<file path="src/include/lsm_defines.vh">
// lsm_defines.vh: constants of the lane sample mapper.
// Assumes it is included by bare name from every design file.
`ifndef LSM_DEFINES_VH
`define LSM_DEFINES_VH

// ----------------------------------------------------------------------
// field widths
// ----------------------------------------------------------------------
`define LSM_SAMP_W      15
`define LSM_WORD_W      16
`define LSM_RAW_W       12
`define LSM_LANE_W      32
`define LSM_LANES       8
`define LSM_MODE_W      7
`define LSM_CLS_W       4
`define LSM_OCT_W       3

// ----------------------------------------------------------------------
// octets carried per lane and frame
// ----------------------------------------------------------------------
`define LSM_OCT_TWO     3'h2
`define LSM_OCT_FOUR    3'h4

// ----------------------------------------------------------------------
// lane counts and lane masks
// ----------------------------------------------------------------------
`define LSM_ACT_LANE0   8'h01
`define LSM_ACT_SIX     8'h3F
`define LSM_CNT_ZERO    4'h0
`define LSM_CNT_ONE     4'h1
`define LSM_CNT_TWO     4'h2
`define LSM_CNT_FOUR    4'h4
`define LSM_CNT_EIGHT   4'h8

// ----------------------------------------------------------------------
// link mode select codes
// ----------------------------------------------------------------------
`define LSM_M13         7'h0D
`define LSM_M14         7'h0E
`define LSM_M15         7'h0F
`define LSM_M16         7'h10
`define LSM_M19         7'h13
`define LSM_M20         7'h14
`define LSM_M21         7'h15
`define LSM_M22         7'h16
`define LSM_M23         7'h17
`define LSM_M24         7'h18
`define LSM_M25         7'h19
`define LSM_M36         7'h24
`define LSM_M38         7'h26
`define LSM_M39         7'h27
`define LSM_M42         7'h2A
`define LSM_M43         7'h2B
`define LSM_M46         7'h2E
`define LSM_M48         7'h30
`define LSM_M49         7'h31
`define LSM_M52         7'h34
`define LSM_M55         7'h37
`define LSM_M56         7'h38
`define LSM_M57         7'h39
`define LSM_M58         7'h3A
`define LSM_M59         7'h3B
`define LSM_M60         7'h3C
`define LSM_M61         7'h3D
`define LSM_M62         7'h3E
`define LSM_M64         7'h40
`define LSM_M65         7'h41
`define LSM_M66         7'h42
`define LSM_M67         7'h43
`define LSM_M68         7'h44
`define LSM_M69         7'h45
`define LSM_M70         7'h46
`define LSM_M71         7'h47

// ----------------------------------------------------------------------
// mapping classes
// ----------------------------------------------------------------------
`define LSM_CLS_NONE    4'h0
`define LSM_CLS_D8_2L   4'h1
`define LSM_CLS_D8_4L   4'h2
`define LSM_CLS_D8_8L   4'h3
`define LSM_CLS_D8_16L  4'h4
`define LSM_CLS_S12     4'h5
`define LSM_CLS_D12     4'h6
`define LSM_CLS_S4_4L   4'h7
`define LSM_CLS_S4_8L   4'h8
`define LSM_CLS_S8_2L   4'h9
`define LSM_CLS_S8_4L   4'hA
`define LSM_CLS_S4_16L  4'hB

`endif

</file>
<file path="src/rtl/lsm_lane_mapper.v">
// lsm_lane_mapper.v: transport-layer lane mapper for a dual-channel converter.
// Assumes all inputs come from logic on ref_clk_i (the frame clock) and that
// the serializer sends each lane word octet 0 first, taken from bits [31:24].
`timescale 1ns/1ps
`include "lsm_defines.vh"

module lsm_lane_mapper (
  // clock and reset
  input  wire                               ref_clk_i,
  input  wire                               rstn_i,
  // mode and frame strobe
  input  wire [`LSM_MODE_W-1:0]             link_mode_select_i,
  input  wire                               frame_valid_i,
  // decimated samples
  input  wire [`LSM_LANES*`LSM_SAMP_W-1:0]  chan_a_inphase_sample_i,
  input  wire [`LSM_LANES*`LSM_SAMP_W-1:0]  chan_a_quad_sample_i,
  input  wire [4*`LSM_SAMP_W-1:0]           chan_b_inphase_sample_i,
  input  wire [4*`LSM_SAMP_W-1:0]           chan_b_quad_sample_i,
  // over-range flags, dual channel
  input  wire [3:0]                         chan_a_inphase_overrange_i,
  input  wire [3:0]                         chan_a_quad_overrange_i,
  input  wire [3:0]                         chan_b_inphase_overrange_i,
  input  wire [3:0]                         chan_b_quad_overrange_i,
  // over-range flags, single channel
  input  wire [`LSM_LANES-1:0]              inphase_overrange_flag_i,
  input  wire [`LSM_LANES-1:0]              quad_overrange_flag_i,
  // bypass samples
  input  wire [16*`LSM_RAW_W-1:0]           raw_sample_i,
  // lane words
  output reg  [`LSM_LANES*`LSM_LANE_W-1:0]  lane_group_a_o,
  output reg  [`LSM_LANES*`LSM_LANE_W-1:0]  lane_group_b_o,
  // lane status
  output reg  [`LSM_LANES-1:0]              lane_active_a_o,
  output reg  [`LSM_LANES-1:0]              lane_active_b_o,
  output reg  [`LSM_OCT_W-1:0]              lane_octets_o,
  output reg                                frame_valid_o,
  output reg                                mode_supported_o
);

  localparam LW  = `LSM_LANE_W;
  localparam WW  = `LSM_WORD_W;
  localparam SW  = `LSM_SAMP_W;
  localparam RW  = `LSM_RAW_W;
  localparam NL  = `LSM_LANES;
  localparam PKW = 4*`LSM_RAW_W;

  // ----------------------------------------------------------------------
  // lane counts and masks per class
  // ----------------------------------------------------------------------
  localparam [NL-1:0] ACT_LANE0 = `LSM_ACT_LANE0;
  localparam [NL-1:0] ACT_SIX   = `LSM_ACT_SIX;
  localparam [3:0]    CNT_ZERO  = `LSM_CNT_ZERO;
  localparam [3:0]    CNT_ONE   = `LSM_CNT_ONE;
  localparam [3:0]    CNT_TWO   = `LSM_CNT_TWO;
  localparam [3:0]    CNT_FOUR  = `LSM_CNT_FOUR;
  localparam [3:0]    CNT_EIGHT = `LSM_CNT_EIGHT;

  // ----------------------------------------------------------------------
  // declarations
  // ----------------------------------------------------------------------
  reg  [`LSM_CLS_W-1:0]  cls;
  reg  [NL*LW-1:0]       lane_a_next;
  reg  [NL*LW-1:0]       lane_b_next;
  reg  [NL-1:0]          act_a_next;
  reg  [NL-1:0]          act_b_next;
  reg  [`LSM_OCT_W-1:0]  oct_next;
  reg  [3:0]             half_lanes;
  reg  [3:0]             n_lanes;
  reg                    pair_flag;
  integer                i;
  integer                j;

  wire [4*WW-1:0]        dai_word;
  wire [4*WW-1:0]        daq_word;
  wire [4*WW-1:0]        dbi_word;
  wire [4*WW-1:0]        dbq_word;
  wire [NL*WW-1:0]       si_word;
  wire [NL*WW-1:0]       si_pair_word;
  wire [NL*WW-1:0]       sq_word;
  wire [NL*WW-1:0]       sq_pair_word;
  wire [4*PKW-1:0]       pk_in;
  wire [4*PKW-1:0]       pk_out;
  wire                   bypass_dual;

  genvar g;
  genvar k;

  // ----------------------------------------------------------------------
  // mode decode
  // ----------------------------------------------------------------------
  always @* begin
    case (link_mode_select_i)
      `LSM_M13, `LSM_M39, `LSM_M56, `LSM_M59, `LSM_M66, `LSM_M68:
        cls = `LSM_CLS_D8_2L;
      `LSM_M14, `LSM_M49, `LSM_M57, `LSM_M60, `LSM_M67:
        cls = `LSM_CLS_D8_4L;
      `LSM_M15, `LSM_M55, `LSM_M58:
        cls = `LSM_CLS_D8_8L;
      `LSM_M16:
        cls = `LSM_CLS_D8_16L;
      `LSM_M19, `LSM_M42:
        cls = `LSM_CLS_S12;
      `LSM_M20, `LSM_M43:
        cls = `LSM_CLS_D12;
      `LSM_M21, `LSM_M36:
        cls = `LSM_CLS_S4_4L;
      `LSM_M22, `LSM_M46:
        cls = `LSM_CLS_S4_8L;
      `LSM_M23, `LSM_M38, `LSM_M61, `LSM_M64, `LSM_M69, `LSM_M71:
        cls = `LSM_CLS_S8_2L;
      `LSM_M24, `LSM_M48, `LSM_M62, `LSM_M65, `LSM_M70:
        cls = `LSM_CLS_S8_4L;
      `LSM_M25, `LSM_M52:
        cls = `LSM_CLS_S4_16L;
      default:
        cls = `LSM_CLS_NONE;
    endcase
  end

  // ----------------------------------------------------------------------
  // 16-bit words: sample high, flag in bit 0
  // ----------------------------------------------------------------------
  generate
    for (g = 0; g < 4; g = g + 1) begin : g_dual_word
      assign dai_word[g*WW +: WW] = {chan_a_inphase_sample_i[g*SW +: SW],
                                     chan_a_inphase_overrange_i[g]};
      assign daq_word[g*WW +: WW] = {chan_a_quad_sample_i[g*SW +: SW],
                                     chan_a_quad_overrange_i[g]};
      assign dbi_word[g*WW +: WW] = {chan_b_inphase_sample_i[g*SW +: SW],
                                     chan_b_inphase_overrange_i[g]};
      assign dbq_word[g*WW +: WW] = {chan_b_quad_sample_i[g*SW +: SW],
                                     chan_b_quad_overrange_i[g]};
    end
    for (g = 0; g < NL; g = g + 1) begin : g_single_word
      assign si_word[g*WW +: WW]      = {chan_a_inphase_sample_i[g*SW +: SW],
                                         inphase_overrange_flag_i[g]};
      assign sq_word[g*WW +: WW]      = {chan_a_quad_sample_i[g*SW +: SW],
                                         quad_overrange_flag_i[g]};
      // samples 2k and 2k+1 share flag k
      assign si_pair_word[g*WW +: WW] = {chan_a_inphase_sample_i[g*SW +: SW],
                                         inphase_overrange_flag_i[g/2]};
      assign sq_pair_word[g*WW +: WW] = {chan_a_quad_sample_i[g*SW +: SW],
                                         quad_overrange_flag_i[g/2]};
    end
  endgenerate

  // ----------------------------------------------------------------------
  // 12-bit packing: four packers, three lanes each
  // ----------------------------------------------------------------------
  assign bypass_dual = (cls == `LSM_CLS_D12);

  // packer p: group p/2, lanes 3*(p%2) up; single takes every other sample
  generate
    for (g = 0; g < 4; g = g + 1) begin : g_pk
      for (k = 0; k < 4; k = k + 1) begin : g_pk_in
        assign pk_in[g*PKW + k*RW +: RW] = bypass_dual ?
          raw_sample_i[(8*(g/2) + 4*(g%2) + k)*RW +: RW] :
          raw_sample_i[(8*(g%2) + 2*k + g/2)*RW +: RW];
      end
      lsm_pack12 #(
        .RAW_W  (RW),
        .N_SAMP (4),
        .WORD_W (WW)
      ) u_pack (
        .samp_i   (pk_in[g*PKW +: PKW]),
        .packed_o (pk_out[g*PKW +: PKW])
      );
    end
  endgenerate

  // ----------------------------------------------------------------------
  // lane mapping per class
  // ----------------------------------------------------------------------
  always @* begin
    lane_a_next = {NL*LW{1'b0}};
    lane_b_next = {NL*LW{1'b0}};
    act_a_next  = {NL{1'b0}};
    act_b_next  = {NL{1'b0}};
    oct_next    = `LSM_OCT_TWO;
    half_lanes  = CNT_ZERO;
    n_lanes     = CNT_ZERO;
    pair_flag   = 1'b0;
    case (cls)
      `LSM_CLS_D8_2L: begin
        // octets 0-1 carry I, octets 2-3 carry Q
        lane_a_next[0 +: LW] = {dai_word[0 +: WW], daq_word[0 +: WW]};
        lane_b_next[0 +: LW] = {dbi_word[0 +: WW], dbq_word[0 +: WW]};
        act_a_next           = ACT_LANE0;
        act_b_next           = ACT_LANE0;
        oct_next             = `LSM_OCT_FOUR;
      end
      `LSM_CLS_D8_4L: begin
        half_lanes = CNT_ONE;
      end
      `LSM_CLS_D8_8L: begin
        half_lanes = CNT_TWO;
      end
      `LSM_CLS_D8_16L: begin
        half_lanes = CNT_FOUR;
      end
      `LSM_CLS_S12, `LSM_CLS_D12: begin
        for (i = 0; i < 2; i = i + 1) begin
          for (j = 0; j < 3; j = j + 1) begin
            lane_a_next[(3*i+j)*LW + WW +: WW] =
              pk_out[i*PKW + (2-j)*WW +: WW];
            lane_b_next[(3*i+j)*LW + WW +: WW] =
              pk_out[(2+i)*PKW + (2-j)*WW +: WW];
          end
        end
        act_a_next = ACT_SIX;
        act_b_next = ACT_SIX;
      end
      `LSM_CLS_S8_2L: begin
        n_lanes = CNT_ONE;
      end
      `LSM_CLS_S4_4L: begin
        n_lanes = CNT_TWO;
      end
      `LSM_CLS_S8_4L: begin
        n_lanes = CNT_TWO;
      end
      `LSM_CLS_S4_8L: begin
        n_lanes = CNT_FOUR;
      end
      `LSM_CLS_S4_16L: begin
        n_lanes   = CNT_EIGHT;
        pair_flag = 1'b1;
      end
      default: begin
        lane_a_next = {NL*LW{1'b0}};
      end
    endcase

    // dual decimated: I words first, then Q words, per group
    for (i = 0; i < 4; i = i + 1) begin
      if (i < half_lanes) begin
        lane_a_next[i*LW + WW +: WW]              = dai_word[i*WW +: WW];
        lane_a_next[(i+half_lanes)*LW + WW +: WW] = daq_word[i*WW +: WW];
        lane_b_next[i*LW + WW +: WW]              = dbi_word[i*WW +: WW];
        lane_b_next[(i+half_lanes)*LW + WW +: WW] = dbq_word[i*WW +: WW];
        act_a_next[i]                             = 1'b1;
        act_a_next[i+half_lanes]                  = 1'b1;
        act_b_next[i]                             = 1'b1;
        act_b_next[i+half_lanes]                  = 1'b1;
      end
    end

    // single decimated: I on group A, Q on group B
    for (i = 0; i < NL; i = i + 1) begin
      if (i < n_lanes) begin
        lane_a_next[i*LW + WW +: WW] = pair_flag ? si_pair_word[i*WW +: WW]
                                                 : si_word[i*WW +: WW];
        lane_b_next[i*LW + WW +: WW] = pair_flag ? sq_pair_word[i*WW +: WW]
                                                 : sq_word[i*WW +: WW];
        act_a_next[i]                = 1'b1;
        act_b_next[i]                = 1'b1;
      end
    end
  end

  // ----------------------------------------------------------------------
  // output registers, octet 0 in the top byte of each lane word
  // ----------------------------------------------------------------------
  always @(posedge ref_clk_i or negedge rstn_i) begin
    if (!rstn_i) begin
      lane_group_a_o   <= {NL*LW{1'b0}};
      lane_group_b_o   <= {NL*LW{1'b0}};
      lane_active_a_o  <= {NL{1'b0}};
      lane_active_b_o  <= {NL{1'b0}};
      lane_octets_o    <= `LSM_OCT_TWO;
      frame_valid_o    <= 1'b0;
      mode_supported_o <= 1'b0;
    end else begin
      frame_valid_o    <= frame_valid_i;
      mode_supported_o <= (cls != `LSM_CLS_NONE);
      // words hold between frames so the serializer sees stable data
      if (frame_valid_i) begin
        lane_group_a_o  <= lane_a_next;
        lane_group_b_o  <= lane_b_next;
        lane_active_a_o <= act_a_next;
        lane_active_b_o <= act_b_next;
        lane_octets_o   <= oct_next;
      end
    end
  end

endmodule // lsm_lane_mapper

</file>
<file path="src/rtl/lsm_pack12.v">
// lsm_pack12.v: packs four 12-bit samples back to back into three lanes.
// Assumes samples arrive flat, sample 0 in the low bits; purely combinational.
`timescale 1ns/1ps
`include "lsm_defines.vh"

module lsm_pack12 #(
  parameter RAW_W  = `LSM_RAW_W,
  parameter N_SAMP = 4,
  parameter WORD_W = `LSM_WORD_W
) (
  // samples in
  input  wire [N_SAMP*RAW_W-1:0]       samp_i,
  // packed lane words, lane 0 in the high bits
  output wire [N_SAMP*RAW_W-1:0]       packed_o
);

  genvar k;

  // ----------------------------------------------------------------------
  // sample 0 first, msb first
  // ----------------------------------------------------------------------
  generate
    for (k = 0; k < N_SAMP; k = k + 1) begin : g_pack
      assign packed_o[(N_SAMP-k)*RAW_W-1 -: RAW_W] = samp_i[k*RAW_W +: RAW_W];
    end
  endgenerate

endmodule // lsm_pack12

</file>
<file path="config.mk">
export PLATFORM = sky130hd
export DESIGN_NAME = lsm_lane_mapper
export DESIGN_NICKNAME = d
export VERILOG_FILES = /design/src/rtl/lsm_lane_mapper.v /design/src/rtl/lsm_pack12.v
export VERILOG_INCLUDE_DIRS = /design/src /design/src/include
export SDC_FILE = /design/constraint.sdc
export NUM_CORES = 1
export LEC_CHECK = 0
export ABC_AREA = 1
export BUFFER_PORTS_ARGS = -buffer_cell sky130_fd_sc_hd__buf_2
export CAP_MARGIN = 20
export CORE_AREA = 2 2 436 438
export CTS_BUF_LIST = sky130_fd_sc_hd__clkbuf_2 sky130_fd_sc_hd__clkbuf_4 sky130_fd_sc_hd__clkbuf_8
export DETAILED_ROUTE_END_ITERATION = 10
export DIE_AREA = 0 0 438 440
export PLACE_DENSITY_LB_ADDON = 0.15
export SLEW_MARGIN = 20
export SYNTH_ARGS = -nofsm -noshare
export SYNTH_HDL_FRONTEND = slang
export SYNTH_HIERARCHICAL = 1
export SYNTH_SLANG_ARGS = --single-unit
</file>
<file path="constraint.sdc">
create_clock -name ref_clk_i -period 1 [get_ports ref_clk_i]
set_clock_uncertainty 0.05 [all_clocks]
set_input_delay 0.15 -clock ref_clk_i [delete_from_list [all_inputs] [get_ports ref_clk_i]]
set_output_delay 0.15 -clock ref_clk_i [all_outputs]
set_load 0.01 [all_outputs]
</file>
==> flow_summary.toml, run 1 <==
[cells_and_area]
areaGrowthSynthToFinish_pct = 95.6
fin_util_pct = 23.8
layout.nets = 5938
drive_above_1_share_pct = 38.6
fillerInstances = 21400
stdcell_area_sq_mm = 0.0449

[drt]
routed_wl_um = 213000
antenna_left = 0
drt-vias-per-instance = 3.83
first_iter_violations = 1883
dr.pass1.iters = 5
via_count = 30400
wl_per_cell_um = 26.9
drcViolationCount = 0

[sta]
tightest_slew_ns = 0.942
finalCritPeriodShare_pct = 199
tns_ns = -474.87
setup_viol = 807
maxSlewHeadroom_pct = 37.0
finalMaxSlewViolations = 0
rsz0062_at_grt = "true"
clock.fmax_mhz = 504
hold_viol_final = 0
fin_crit_ns = 1.99
timing.final.ws_setup_ns = -0.985

[min_path]
hold_path_class = "in2reg"
hp-start = "raw_sample_i[144]"

[yosys]
ys_warn_count = 6
synth_area_leader_cell = "dfrtp_1"
synthCells = 3532
synth_edf_count = 0
synth_area_sq_mm = 0.0230
synthDistinctLibCells = 42
synth_seq_area_share_pct = 32.7
synthTopCellsByArea = "dfrtp_1 33%, nand2_1 23%, buf_4 15%"
synth_seq_cells = 300
synthArstFlopShare_pct = 100
synthFlopType = "dfrtp_1"
yosysTopAreaCellShare_pct = 32.6
syn_area_per_cell_sq_um = 6.50

[worst_setup_path]
crit_slowest_cell = "ha_4"
startpoint = "link_mode_select_i[1]"
crit_chain = "buf_8, clkinvlp_4, ha_4, nand3_2, nand3_2, nand2_2, nand2_2, nand2_2, nand2_4, nor2_8, buf_6, inv_4, nor2_4, ha_4, buf_12, nor2_8, buf_12, buf_12, buf_12, nand2_2, nand4_1, nand2_1, nand2_1"
crit_family = "simple AND/OR/NAND/NOR gates"
worstPathMaxFanout = 8
start_kind = "input pin"
r2r_slack_ns = 0.06
cpPeakStageDelay_ns = 0.29
crit_type = "in2reg"
crit_end = "lane_group_b_o[121]"
critPathBufInv = 8
crit_path_end_kind = "flip-flop"
worst-path-stages = 23
reg2reg_depth = 3
r2r_start = "lane_group_a_o[27]"
r2r-end = "lane_group_a_o[27]"
worstPathArrival_ns = 2.62
required_ns = 1.64

[global_route]
grtUsageTotal_pct = 20.7
grt-ovfl-total = 0
grt_max_degree = 46
grt_pass1_wl_um = 269000
antenna_found_initial = 48
grt_pass1_vias = 30200

[clock_tree]
numCtsBuffers = 75
cts_tree = "done"
clkSinkCount = 300
clkTransAtPathRegs_ns = 0.05
clk-insertion-delay-late_ns = 0.79
htree_levels = 3
clockRootBuffer = "clkbuf_8"
clock_path_buffers = 3

[flow_run]
cap_violations = 0

[pwr]
power_frac_clock_pct = 36.6
power.switching_mw = 18.7
cellPowerDensity_mw_per_mm2 = 1110
p_int_mw = 31.0
pwr-share-seq_pct = 28.2
p_comb_share_pct = 35.2
ir_drop_mv = 0.711
swShare_pct = 37.6
leakagePower_nw = 22.7

[placement]
place_hpwl_um = 168000
gp_congestion = 0.883
place_ws_ns = -2.25
port_buffers = 893
dpl_cell_area_sq_mm = 0.0328

[die]
ios = 1127
dieArea_sq_mm = 0.193
rows = 160
start_util_pct = 12.2
fp.dieW_um = 438
die_h_um = 440
coreArea_sq_mm = 0.189

[run_status]
outcome = "finished, violations left"
violations = "negative setup slack"
worst register-to-register path, cell delays in order (launching register included):
cell     delay (ns)
dfrtp_1        0.40
or2_2          0.29
nand2_1        0.07
inv_1          0.04
cells in the mapped netlist, types with 4 or more instances:
cell	count
nand2_1	1386
buf_4	450
dfrtp_1	299
nor2_1	244
nand3_1	210
o21ai_0	178
inv_1	174
a21oi_1	171
clkbuf_1	95
buf_2	63
nand4_1	53
o21ai_1	50
a22oi_1	23
or2_2	19
a31oi_1	17
inv_2	13
buf_1	12
ha_1	9
o211ai_1	8
buf_6	7
nand2_2	7
nand2_4	4
nor2_2	4
o31ai_1	4
timing repair:
item | CTS | global route
hold buffers | 612 | 0
cloned | 15 | 21
hold endpoints to repair | 593 | 0
buffers inserted | 47 | 53
gates resized for setup | 226 | 452
setup endpoints to repair | 606 | 807
pin swaps | 41 | 147
state kept, by name (all words and copies together) (netlist names):
name and cells:
lane_octets_o 2, lane_active_a_o 8, mode_supported_o 1, lane_group_a_o 144
lane_group_b_o 144, frame_valid_o 1
power groups by stage:
stage               Sequential [mW]  Clock [mW]  Combinational [mW]
finish                         14.0        18.2                17.5
global route                   14.1        19.4                18.7
CTS                            14.0        19.0                16.5
detailed placement             14.2           0                13.6
global placement               14.2           0                13.6
floorplan                      14.5           0                5.60
layout make-up:
class,count,area (sq um),area share [%]
clock inverter,19,188,0.418
inverter,188,813,1.81
sequential,300,7520,16.7
antenna,26,65.1,0.145
timing repair buffer,2126,18400,40.9
timing repair inverter,2,50.0,0.111
tap,2511,3140,7.00
clock buffer,114,1480,3.30
multi-input combinational,2642,13300,29.6
placed cells by master (no fill, tap or decap), types with 76 or more instances in the layout:
master / instances
conb_1: 227
dfrtp_1: 293
buf_2: 873
buf_4: 363
inv_1: 158
a21oi_1: 120
clkbuf_8: 100
nand2_2: 100
buf_12: 148
nand3_1: 143
nand2_1: 1239
dlygate4sd3_1: 607
nor2_1: 221
buf_6: 76
o21ai_0: 86
o21ai_1: 102
metrics by stage:
stage	hold slack [ns]	instances	power, mW
floorplan	-0.196	3758	20.1
global placement	-0.0382	7029	27.8
detailed placement	-0.0385	7029	27.7
CTS	-0.0953	7833	49.6
global route	0.00524	7917	52.2
finish	0.0315	7928	49.7
layer usage:
| metal | track usage (%) | up-vias | part of all wire (%) | wire (um) |
|---|---|---|---|---|
| met1 | 24.1 | 14800 | 40 | 84700 |
| met4 | 5.72 | 12 | 2.7 | 5850 |
| met3 | 3.17 | 239 | 4.8 | 10200 |
| li1 | - | 14200 | - | - |
| met5 | 0 | - | 0.038 | 80 |
| met2 | 38.9 | 1085 | 53 | 112000 |
worst min-delay path by stage:
stage | to | slack [ns] | cells after the start
floorplan | frame_valid_o | -0.20 | 0
global placement | lane_group_a_o[216] | -0.04 | 1
detailed placement | lane_group_a_o[216] | -0.04 | 1
CTS | mode_supported_o | -0.1 | 7
global route | mode_supported_o | 0.005 | 7
finish | lane_group_b_o[116] | 0.03 | 7
cells by family (layout without fill, tap and decap cells):
| kind of cell | count (synthesis) | after routing | share of synthesized area [%] |
|---|---|---|---|
| AOI/OAI and AO/OA | 466 | 466 | 11.0 |
| adders and majority gates | 9 | 9 | 0.491 |
| buffers and inverters | 816 | 2449 | 21.3 |
| DFF | 300 | 300 | 32.7 |
| other | 1 | 253 | 0.0163 |
| and+or+nand+nor | 1940 | 1940 | 34.5 |
No activity file was read; power rests on OpenSTA's default activity.
==> run 2: changes to the inputs <==
SETUP_SLACK_MARGIN = 0.4   (was unset)
==> run 2 against run 1 <==
  * The flow finishes with violations (negative hold slack, negative setup slack)
  * Critical path depth stayed put
  * Sequential share of layout area is 0.20 points higher
  * Combinational power hardly changed
  * Worst setup slack worse by 0.018 ns
  * Final area is 1.2% lower
  * Register-to-register slack hardly changed
  * Maximum frequency is 0.92% lower
  * Clock power hardly changed
  * Sequential power hardly changed
  * Final cell count is 0.87% lower
==> flow_summary.toml, run 2 (same netlist as run 1, synthesis figures left out) <==
[die]
start_util_pct = 12.2
dieArea_sq_mm = 0.193
fp.dieW_um = 438
ios = 1127
rows = 160
die_h_um = 440
coreArea_sq_mm = 0.189

[drt]
first_iter_violations = 1804
dr_wl_met3_um = 10200
routed_wl_um = 211000
drt-vias-per-instance = 3.84
wl_met2_um = 110000
wl_met1_um = 83400
drcViolationCount = 0
dr.max_layer_used = "met5"
antenna_left = 0
wl_per_cell_um = 26.9
dr.pass1.iters = 5
via_count = 30200

[sta]
finalMaxSlewViolations = 0
timing.final.ws_setup_ns = -1.00
tightest_slew_ns = 0.542
hold_viol_final = 339
maxSlewHeadroom_pct = 63.8
fin_hold_ws_ns = -0.531
finalCritPeriodShare_pct = 200
setup_viol = 607
fin_crit_ns = 2.00
rsz0062_at_grt = "true"
clock.fmax_mhz = 499

[cells_and_area]
top_regs = "lane_group_a_o: 144 flops, lane_group_b_o: 144 flops, lane_active_a_o: 8 flops"
layout_common_cells = "1224 x nand2_1, 878 x buf_2, 519 x dlygate4sd3_1"
drive_above_1_share_pct = 39.7
areaGrowthSynthToFinish_pct = 93.3
stdcell_area_sq_mm = 0.0444
fin_util_pct = 23.5
layout.nets = 5878
final_common_cell = "nand2_1"
final_cells = 7859

[placement]
place_hpwl_um = 168000
gp_congestion = 0.883
port_buffers = 893
dpl.cell_count = 7029
place_ws_ns = -2.25
dpl_cell_area_sq_mm = 0.0328

[flow_run]
cap_violations = 0

[clock_tree]
hold_buffers = 526
clock_path_buffers = 3
clk-insertion-delay-late_ns = 0.80
htree_levels = 3
numCtsBuffers = 75
clockRootBuffer = "clkbuf_8"
clkSinkCount = 300
clkTransAtPathRegs_ns = 0.06
cts_tree = "done"

[worst_setup_path]
r2r_slack_ns = 0.06
worstPathArrival_ns = 2.66
worstPathMaxFanout = 7
crit_type = "in2reg"
start_kind = "input pin"
required_ns = 1.65
crit_path_end_kind = "flip-flop"

[global_route]
grt_max_degree = 46
grt_pass1_vias = 29800
antenna_found_initial = 65
grt_pass1_wl_um = 268000
grt-ovfl-total = 0
grtUsageTotal_pct = 20.6

[run_status]
outcome = "finished, violations left"
violations = "negative hold slack, negative setup slack"

[pwr]
ir_drop_mv = 0.723
leakagePower_nw = 22.4
power_mw = 49.5
cellPowerDensity_mw_per_mm2 = 1110

[min_path]
hold_path_class = "in2async"
## run 2: cell types whose count changed in the layout (fill, tap and decap cells not counted), moves of 7 or more
cell,previous run,this run
nand2_1,1239,1224
nand2_2,100,119
buf_12,148,161
nand3_2,53,45
nand3_4,18,11
diode_2,26,17
o21ai_1,102,88
buf_4,363,372
o21ai_0,86,96
dlygate4sd3_1,607,519
nand3_1,143,158
## run 2: cell type report
cell class	count	area (sq um)
fill	21400	144000
timing repair buffer	2067	18000
multi-input combinational	2642	13200
sequential	300	7510
tap	2511	3140
clock buffer	114	1480
inverter	188	798
clock inverter	19	188
antenna	17	42.5
timing repair inverter	1	11.3
## run 2: critical path: stages
cell and delay, ns:
buf_8 0.08, clkinvlp_4 0.14, ha_4 0.29, nand3_2 0.06, nand3_2 0.06, nand2_2 0.08
nand2_2 0.05, nand2_2 0.09, nand2_4 0.07, nor2_8 0.13, buf_6 0.13, inv_4 0.03
nor2_4 0.13, ha_4 0.20, buf_12 0.13, nor2_8 0.04, buf_12 0.13, buf_12 0.14
buf_12 0.13, nand2_2 0.04, nand4_1 0.15, nand2_1 0.14, nand2_1 0.05
## run 2: path summary, 6_finish.rpt
kind	start	end	cells past startpoint
min in group ref_clk_i	raw_sample_i[92]	lane_group_b_o[88]	7
setup / recovery	link_mode_select_i[1]	lane_group_b_o[121]	23
hold reg to reg	lane_group_b_o[120]	lane_group_b_o[120]	2
setup reg to reg	lane_group_a_o[27]	lane_group_a_o[27]	3
max in group asynchronous	rstn_i	lane_group_b_o[51]	8
hold / removal	rstn_i	lane_octets_o[2]	5
## run 2: report_power, final
part / switching, mW / internal (mW)
Combinational: 9.77 / 7.49
Sequential: 0.749 / 13.2
Clock: 8.01 / 10.2
Total: 18.5 / 30.9
## run 2: routing by layer
metal | GRT usage (%) | vias to the layer above
met5 | 0 | -
met2 | 38.3 | 1092
met4 | 6.50 | 26
li1 | - | 14100
met3 | 3.36 | 268
met1 | 23.8 | 14700
## run 2: through the flow
step                      hold slack, ns  setup TNS, ns
after floorplan                   -0.196        -408.59
after global placement           -0.0382        -558.57
after detailed placement         -0.0385        -553.91
after CTS                         -0.658        -426.82
after global routing              -0.584        -474.20
final                             -0.531        -423.73
## run 2: what timing repair did
item / in CTS / in global routing
resized for setup: 276 / 366
endpoints found under the hold margin: 593 / 365
setup buffers: 56 / 58
gates cloned: 18 / 22
setup endpoints to repair: 607 / 610
pin swaps: 47 / 131
